## config.mk

```make
export PLATFORM = sky130hd
export DESIGN_NAME = pmx_top
export DESIGN_NICKNAME = d
export VERILOG_FILES = /design/src/design/pmx_pkg.sv /design/src/design/pmx_pad.sv /design/src/design/pmx_top.sv
export VERILOG_INCLUDE_DIRS = /design/src /design/src/design
export SDC_FILE = /design/constraint.sdc
export NUM_CORES = 1
export LEC_CHECK = 0
export ABC_AREA = 1
export ABC_CLOCK_PERIOD_IN_PS = 1600
export BUFFER_PORTS_ARGS = -buffer_cell sky130_fd_sc_hd__buf_2
export CAP_MARGIN = 15
export CORE_AREA = 2 2 142 144
export CTS_CLUSTER_SIZE = 12
export DETAILED_ROUTE_END_ITERATION = 6
export DIE_AREA = 0 0 144 146
export GPL_TIMING_DRIVEN = 1
export PLACE_DENSITY = 0.7
export SYNTH_ARGS = -nofsm -noshare
export SYNTH_HDL_FRONTEND = slang
export SYNTH_HIERARCHICAL = 1
export SYNTH_SLANG_ARGS = --single-unit
```

## constraint.sdc

```tcl
create_clock -name clock -period 1.6 [get_ports clock]
set_clock_uncertainty 0.2 [all_clocks]
set_input_delay 0.16 -clock clock [delete_from_list [all_inputs] [get_ports clock]]
set_output_delay 0.16 -clock clock [all_outputs]
set_load 0.02 [all_outputs]
```

## src/design/pmx_consts.svh

```systemverilog
// constants of the pad multiplexer: sizes, encodings, reset values, strap timing
// assumes inclusion from the package only; holds definitions and nothing else
`ifndef PMX_CONSTS_SVH
`define PMX_CONSTS_SVH

// ----------------------------------------------------------------------------
// sizes and encodings
// ----------------------------------------------------------------------------
`define PMX_NPAD 8
`define PMX_SEL_W 4
`define PMX_NFUNC 16
`define PMX_IDX_W 3
`define PMX_SEL_GPIO 4'h0
`define PMX_VALID_MASK 16'h3fff
`define PMX_XTAL_PAD 7

// ----------------------------------------------------------------------------
// strap sampling time
// ----------------------------------------------------------------------------
`define PMX_CLK_NS 8
`define PMX_STRAP_SETTLE_NS 32
`define PMX_STRAP_SETTLE_CYC ((`PMX_STRAP_SETTLE_NS + `PMX_CLK_NS - 1) / `PMX_CLK_NS)
`define PMX_CNT_W 4

`endif

```

## src/design/pmx_pkg.sv

```systemverilog
// types shared by the pad multiplexer files
// assumes pmx_consts.svh is on the include path
package pmx_pkg;
  `include "pmx_consts.svh"

  typedef enum logic [1:0] {PMX_PWR_RUN, PMX_PWR_DEEP, PMX_PWR_HIB} pmx_pwr_t;
  typedef enum logic [2:0] {
    PMX_SLP_HIZ, PMX_SLP_PULLUP, PMX_SLP_PULLDN, PMX_SLP_DRV0, PMX_SLP_DRV1
  } pmx_slp_t;
  typedef enum logic [1:0] {PMX_BT_HOLD, PMX_BT_SETTLE, PMX_BT_RUN} pmx_boot_t;

  // one pad's drive: level, enable, weak pulls
  typedef struct packed {
    logic o;
    logic oe;
    logic pu;
    logic pd;
  } pmx_drv_t;

  typedef struct packed {
    pmx_drv_t drv;
  } pmx_pad_st_t;

  typedef struct packed {
    pmx_boot_t boot;
    logic done;
    logic [`PMX_CNT_W-1:0] cnt;
    logic [`PMX_NPAD-1:0][`PMX_SEL_W-1:0] sel;
    logic strap2;
    logic strap_mode;
    logic slow_ext;
    logic slow_clk;
    logic [`PMX_NPAD-1:0] pad_in;
    pmx_drv_t osc_drv;
    pmx_drv_t rsw_drv;
  } pmx_top_st_t;

  localparam logic [`PMX_NFUNC-1:0] PMX_VALID = `PMX_VALID_MASK;

  function automatic logic pmx_sel_valid(input logic [`PMX_SEL_W-1:0] s);
    pmx_sel_valid = PMX_VALID[s];
  endfunction

  // sleep-state drive chosen by software, independent of the mux selection
  function automatic pmx_drv_t pmx_slp_drive(input pmx_slp_t s);
    pmx_drv_t d;
    d = '0;
    case (s)
      PMX_SLP_PULLUP: d.pu = 1'b1;
      PMX_SLP_PULLDN: d.pd = 1'b1;
      PMX_SLP_DRV0: d.oe = 1'b1;
      PMX_SLP_DRV1: begin
        d.oe = 1'b1;
        d.o = 1'b1;
      end
      default: d = '0;
    endcase
    pmx_slp_drive = d;
  endfunction
endpackage

```

## src/design/pmx_pad.sv

```systemverilog
// one multiplexed pad: function select, sleep override, reset release
// assumes the peripherals give a level and an enable for every encoding
`timescale 1ns/1ns
module pmx_pad import pmx_pkg::*; (
  // clock and reset
  input wire logic clock,
  input wire logic rst,
  // control
  input wire logic en,
  input wire pmx_pwr_t pwr,
  input wire logic [`PMX_SEL_W-1:0] sel,
  input wire pmx_slp_t slp,
  // peripheral side
  input wire logic [`PMX_NFUNC-1:0] fout,
  input wire logic [`PMX_NFUNC-1:0] foe,
  // pad side
  output pmx_drv_t drv
);
  pmx_pad_st_t st;
  pmx_pad_st_t next_st;

  always_comb begin
    next_st = st;
    next_st.drv = '0;
    if (en) begin
      case (pwr)
        PMX_PWR_RUN: begin
          if (pmx_sel_valid(sel)) begin
            next_st.drv.o = fout[sel];
            next_st.drv.oe = foe[sel];
          end
        end
        PMX_PWR_DEEP: next_st.drv = pmx_slp_drive(slp);
        PMX_PWR_HIB: next_st.drv = pmx_slp_drive(slp);
        default: next_st.drv = '0;
      endcase
    end
  end

  always_ff @(posedge clock or posedge rst) begin
    if (rst) begin
      st <= '0;
    end else begin
      st <= next_st;
    end
  end

  assign drv = st.drv;
endmodule

```

## src/design/pmx_top.sv

```systemverilog
// pad multiplexer with boot straps and slow-clock sensing
// assumes pad inputs already synchronous to clock and board pulls on strap pads
//
// Behaviour
// pads leave reset on GPIO, encoding zero
// deep sleep: hi-z unless software sets pull/drive
// hibernate: hi-z unless software sets pull/drive
// osc-enable strap driven high; hibernate pulled down
// software uses osc-enable pad as output only
// strap pads get output-only digital functions
// radio strap sampled at boot, then switch output
// pull-up on crystal out selects external clock
// freed crystal-out pad should carry outputs only; its selector still routes any function there, inputs too
// software pulls down flash pads in deep sleep
// selector routes one function; bad codes idle
// chip reset holds every muxed pad hi-z
`timescale 1ns/1ns
module pmx_top import pmx_pkg::*; (
  // clock and reset
  input wire logic clock,
  input wire logic rst,
  // chip state
  input wire logic chip_reset_n,
  input wire pmx_pwr_t pwr,
  // selector writes
  input wire logic cfg_we,
  input wire logic [`PMX_IDX_W-1:0] cfg_idx,
  input wire logic [`PMX_SEL_W-1:0] cfg_sel,
  // sleep-state drive per pad
  input wire pmx_slp_t [`PMX_NPAD-1:0] slp_cfg,
  input wire pmx_slp_t rsw_slp,
  // peripheral side
  input wire logic [`PMX_NPAD-1:0][`PMX_NFUNC-1:0] func_out,
  input wire logic [`PMX_NPAD-1:0][`PMX_NFUNC-1:0] func_oe,
  input wire logic band_switch,
  output logic [`PMX_NPAD-1:0] func_in,
  // multiplexed pads
  input wire logic [`PMX_NPAD-1:0] pad_i,
  output pmx_drv_t [`PMX_NPAD-1:0] pad_drv,
  // strap pads
  input wire logic osc_pad_i,
  output pmx_drv_t osc_drv,
  input wire logic rsw_pad_i,
  output pmx_drv_t rsw_drv,
  input wire logic xin_pad_i,
  // boot results
  output logic boot_done,
  output logic boot_strap_bit2,
  output logic boot_mode_strap,
  output logic slow_ext_sel,
  output logic slow_ext_clk
);
  localparam logic [`PMX_CNT_W-1:0] SETTLE_LAST = `PMX_CNT_W'(`PMX_STRAP_SETTLE_CYC - 1);

  // all state outside the pad cells lives in one struct, registered once
  pmx_top_st_t st;
  pmx_top_st_t next_st;
  logic xtal_en;

  // --------------------------------------------------------------------------
  // drive decoding
  // --------------------------------------------------------------------------
  // enable of one pad cell: chip reset releases all, crystal-out also waits for its strap
  function automatic logic pad_enable(input int idx, input logic run, input logic xtal);
    if (idx == `PMX_XTAL_PAD) begin
      pad_enable = run && xtal;
    end else begin
      pad_enable = run;
    end
  endfunction

  // osc enable: high in run and deep sleep; hibernate lets the pull-down stop the oscillator
  function automatic pmx_drv_t osc_en_drive(input pmx_pwr_t p);
    pmx_drv_t d;
    d = '0;
    case (p)
      PMX_PWR_HIB: begin
        d.pd = 1'b1;
      end
      default: begin
        d.oe = 1'b1;
        d.o = 1'b1;
      end
    endcase
    osc_en_drive = d;
  endfunction

  // radio switch: band select while running, software sleep drive otherwise
  function automatic pmx_drv_t band_sw_drive(input pmx_pwr_t p, input logic lvl,
    input pmx_slp_t s);
    pmx_drv_t d;
    d = '0;
    case (p)
      PMX_PWR_RUN: begin
        d.oe = 1'b1;
        d.o = lvl;
      end
      default: begin
        d = pmx_slp_drive(s);
      end
    endcase
    band_sw_drive = d;
  endfunction

  // last count of the strap window; strap pads stay released until it passes
  function automatic logic settle_end(input logic [`PMX_CNT_W-1:0] c);
    settle_end = (c == SETTLE_LAST);
  endfunction

  // --------------------------------------------------------------------------
  // pad cells
  // --------------------------------------------------------------------------
  // the crystal-out pad belongs to the oscillator until a pull-up was sensed
  assign xtal_en = chip_reset_n && (st.boot == PMX_BT_RUN) && st.slow_ext;

  genvar g;
  generate
    for (g = 0; g < `PMX_NPAD; g++) begin : g_pad
      pmx_pad u_pad (
        .clock(clock),
        .rst(rst),
        .en(pad_enable(g, chip_reset_n, xtal_en)),
        .pwr(pwr),
        .sel(st.sel[g]),
        .slp(slp_cfg[g]),
        .fout(func_out[g]),
        .foe(func_oe[g]),
        .drv(pad_drv[g])
      );
    end
  endgenerate

  // --------------------------------------------------------------------------
  // boot sequence, straps, selectors
  // --------------------------------------------------------------------------
  always_comb begin
    next_st = st;
    // ------------------------------------------------------------------------
    // pad sampling and slow clock
    // ------------------------------------------------------------------------
    next_st.pad_in = pad_i;
    // the slow clock is gated low until the external source has been sensed
    next_st.slow_clk = st.slow_ext & xin_pad_i;

    // ------------------------------------------------------------------------
    // selector writes
    // ------------------------------------------------------------------------
    if (cfg_we) begin
      next_st.sel[cfg_idx] = cfg_sel;
    end

    // ------------------------------------------------------------------------
    // boot sequence
    // ------------------------------------------------------------------------
    case (st.boot)
      PMX_BT_HOLD: begin
        // strap pads released so the board pulls can be read
        next_st.cnt = '0;
        next_st.osc_drv = '0;
        next_st.rsw_drv = '0;
        if (chip_reset_n) begin
          next_st.boot = PMX_BT_SETTLE;
        end
      end
      PMX_BT_SETTLE: begin
        // straps float on board pulls while the pads stay released
        next_st.cnt = st.cnt + `PMX_CNT_W'(1);
        if (settle_end(st.cnt)) begin
          next_st.strap2 = osc_pad_i;
          next_st.strap_mode = rsw_pad_i;
          next_st.slow_ext = pad_i[`PMX_XTAL_PAD];
          next_st.boot = PMX_BT_RUN;
        end
      end
      PMX_BT_RUN: begin
        // osc enable stays an output once running, except hibernate releases it to the pull-down
        next_st.osc_drv = osc_en_drive(pwr);
        next_st.rsw_drv = band_sw_drive(pwr, band_switch, rsw_slp);
      end
      default: next_st.boot = PMX_BT_HOLD;
    endcase

    // ------------------------------------------------------------------------
    // chip reset override
    // ------------------------------------------------------------------------
    // chip reset wins over a selector write or boot step in the same cycle
    if (!chip_reset_n) begin
      next_st.boot = PMX_BT_HOLD;
      next_st.cnt = '0;
      next_st.osc_drv = '0;
      next_st.rsw_drv = '0;
      next_st.slow_ext = 1'b0;
      for (int i = 0; i < `PMX_NPAD; i++) begin
        next_st.sel[i] = `PMX_SEL_GPIO;
      end
    end

    // boot_done comes from its own flip-flop rather than a state decode
    next_st.done = (next_st.boot == PMX_BT_RUN);
  end

  always_ff @(posedge clock or posedge rst) begin
    if (rst) begin
      st <= '0;
    end else begin
      st <= next_st;
    end
  end

  // --------------------------------------------------------------------------
  // outputs
  // --------------------------------------------------------------------------
  // every output is a state register or a pad cell register
  assign func_in = st.pad_in;
  assign osc_drv = st.osc_drv;
  assign rsw_drv = st.rsw_drv;
  assign boot_done = st.done;
  assign boot_strap_bit2 = st.strap2;
  assign boot_mode_strap = st.strap_mode;
  assign slow_ext_sel = st.slow_ext;
  assign slow_ext_clk = st.slow_clk;
endmodule

```

==> out/metrics.yaml <==
worstSetupEndpointType: "flop"
boundaryPins: 361
synth_top_area_share: 0.308
wl_mm: 22.5
clkSlewWorstSetupHoldPaths_ns: 0.07
synth.area.mux_share: 0
critPathLaunchType: "primary input"
fin_hold_ws_ns: 0.00773
post-route-util: 0.518
ir_worst_vdd_mv: 0.488
avgSynthCellArea_sq_um: 6.55
grt_max_degree: 26
arrival_ns: 1.62
hold_violations: 0
ys_seq_elements: 89
drt_first_iter_violations: 291
grt_pass1_vias: 7893
drv_cap: 0
synth_edf_count: 0
vias: 8080
grt_pass1_wl_mm: 35.6
synthMostInstantiatedCell: "nand2_1"
dp_hpwl_mm: 17.2
p_leak_uw: 0.00574
antenna_left: 0
ys_warn_count: 6
worst-path-max-fanout: 3
design.die.area_sq_mm: 0.0210
clk_latency_ns: 0.35
htree_levels: 3
slew-limit-headroom: 0.667
antenna_found_initial: 2
synthTopCellsByCount: "nand2_1 (343), nand3_1 (178), inv_1 (163)"
cpMostUsedCell: "dlygate4sd3_1"
synth_top_family_by_area: "simple AND/OR/NAND/NOR gates"
yosysSeqAreaShare: 0.308
synth-simple-area-share: 0.424
grt_usage: 0.210
core_sq_mm: 0.0193
gp_congestion: 0.832
yosys.area.top_type: "dfrtp_1"
grt_overflow_total: 0
ys_types: 31
syn-num-nets: 1428
finalPower_uw: 6030
io_buffers: 327
wl_per_cell_um: 12.8
first_pass_iters: 5
numCtsBuffers: 9
fp.dieH_um: 146
cp_slowest_stage_delay_ns: 0.55
cts-root-buf: "clkbuf_16"
avgViaCountPerCell: 4.62
drc: 0
synthArstFlopShare: 1.00
setup_viol: 0
nFillCells: 1871
layout_min_cycle_time_ns: 1.56
ys.flop_type: "dfrtp_1"
place_inst: 1683
worstSetupPathType: "in2reg"
nets: 1803
period_share: 0.972
syn_area_sq_mm: 0.00722
cpMaxStageDelayCell: "dlygate4sd3_1"
clock_path_buffers: 2
path_cells: "dlygate4sd3_1, buf_2, inv_2, nand3_1, dlygate4sd3_1, nor3_1"
start_util: 0.374
cts_tree: "yes"
syn_to_final_growth_pct: 38.8
drive_above_1_share: 0.363
synth_xor_area_frac: 0.00121
instances_no_fill: 1750
tightest_slew_ns: 0.499
power.density_mw_per_mm2: 602
die_width_um: 144
yosys-top-cells-area: "dfrtp_1 (31%), nand2_1 (18%), nand3_1 (12%)"
crit_required_ns: 1.67
status: "finished clean"
num_rows: 51
synth_fa_ha_area_frac: 0.0295
synth_compound_gate_area_share: 0.0502
hold_class: "in2reg"
drv_slew: 0
fmax_mhz: 643
numClockSinks: 89
synthCells: 1103
[placed cells by master, fill, tap and decap left out, drive strengths merged]
cell type	synthesis	routed
inv	197	203
a22o	1	1
or2	16	16
clkinvlp	0	3
nor2	25	25
a21oi	24	24
clkbuf	0	12
clkinv	8	6
conb	1	1
dlygate4sd3	0	46
nand3b	2	2
nand2	403	403
nand4	2	2
nand3	186	186
bufinv	0	1
o21ai	46	46
xnor2	1	1
buf	53	367
nor3	24	24
diode	0	2
dfrtp	89	89
ha	17	17
nor4	8	8
[registers in the layout, indices dropped and copies added (netlist names)]
| signal | count |
|---|---|
| rsw_drv | 4 |
| boot_mode_strap | 1 |
| slow_ext_clk | 1 |
| boot_done | 1 |
| st | 38 |
| boot_strap_bit2 | 1 |
| g_pad.u_pad/drv | 32 |
| slow_ext_sel | 1 |
| osc_drv | 2 |
| func_in | 8 |
[metal layers]
| layer | up-vias | GRT usage | routed length (um) |
|---|---|---|---|
| met5 | - | 0 | 0 |
| met4 | 0 | 0.0515 | 437 |
| li1 | 4141 | - | - |
| met3 | 34 | 0.0474 | 1520 |
| met2 | 266 | 0.386 | 11200 |
| met1 | 3639 | 0.244 | 9310 |
[report_power, final]
part / total, uW / internal, uW / switching [uW]
sequential: 2360 / 2320 / 45.2
combinational: 1430 / 665 / 766
clock: 2240 / 1240 / 995
total: 6030 / 4230 / 1810
[cell families after synthesis]
kind of cell    count (synthesis)
compound gates                 71
xor+xnor                        1
fa+ha+maj                      17
buf+inv                       258
flops                          89
other cells                     1
simple gates                  666
[worst max-delay path: cells and delay by family]
family                 cells  cell delay [ns]
buffers and inverters      4             1.30
and+or+nand+nor            2             0.18
[final timing paths]
check                                  from  depth (start not counted)  slack (ns)               endpoint
worst max-delay path            slp_cfg[17]                          6        0.04  g_pad[5].u_pad/drv[1]
worst min register to register   rsw_drv[2]                          2        0.30             rsw_drv[2]
min in group asynchronous               rst                          3        0.22                 st[50]
worst max register to register       st[25]                          8        0.07  g_pad[1].u_pad/drv[2]
worst min-delay path             cfg_sel[3]                          3       0.008                 st[51]
max in group asynchronous               rst                          4        0.50             osc_drv[0]
[metrics by stage]
stage               cell area (sq um)  setup WS (ns)  setup TNS [ns]
floorplan                        7230          0.168               0
global placement                 9090         -0.118           -1.71
detailed placement               9090         -0.233           -3.24
CTS                              9960        0.00505               0
global route                    10000        -0.0343         -0.0392
finish                          10000         0.0441               0
[area by class of cell]
class	instances	area, sq um	area share
Timing Repair inverter	1	8.76	0.000874
Antenna cell	2	5.00	0.000499
Multi-Input combinational cell	756	3730	0.372
Sequential cell	89	2230	0.222
Clock inverter	7	85.1	0.00849
Tap cell	265	332	0.0331
Timing Repair Buffer	416	2570	0.257
Clock buffer	9	225	0.0225
Inverter	205	831	0.0829
[repair_timing]
item	in CTS	in global routing
gates resized for setup	0	43
setup endpoints to repair	0	26
endpoints found under the hold margin	95	2
buffers inserted	0	4
hold buffers	56	1
Power figures use the tool's default switching activity.
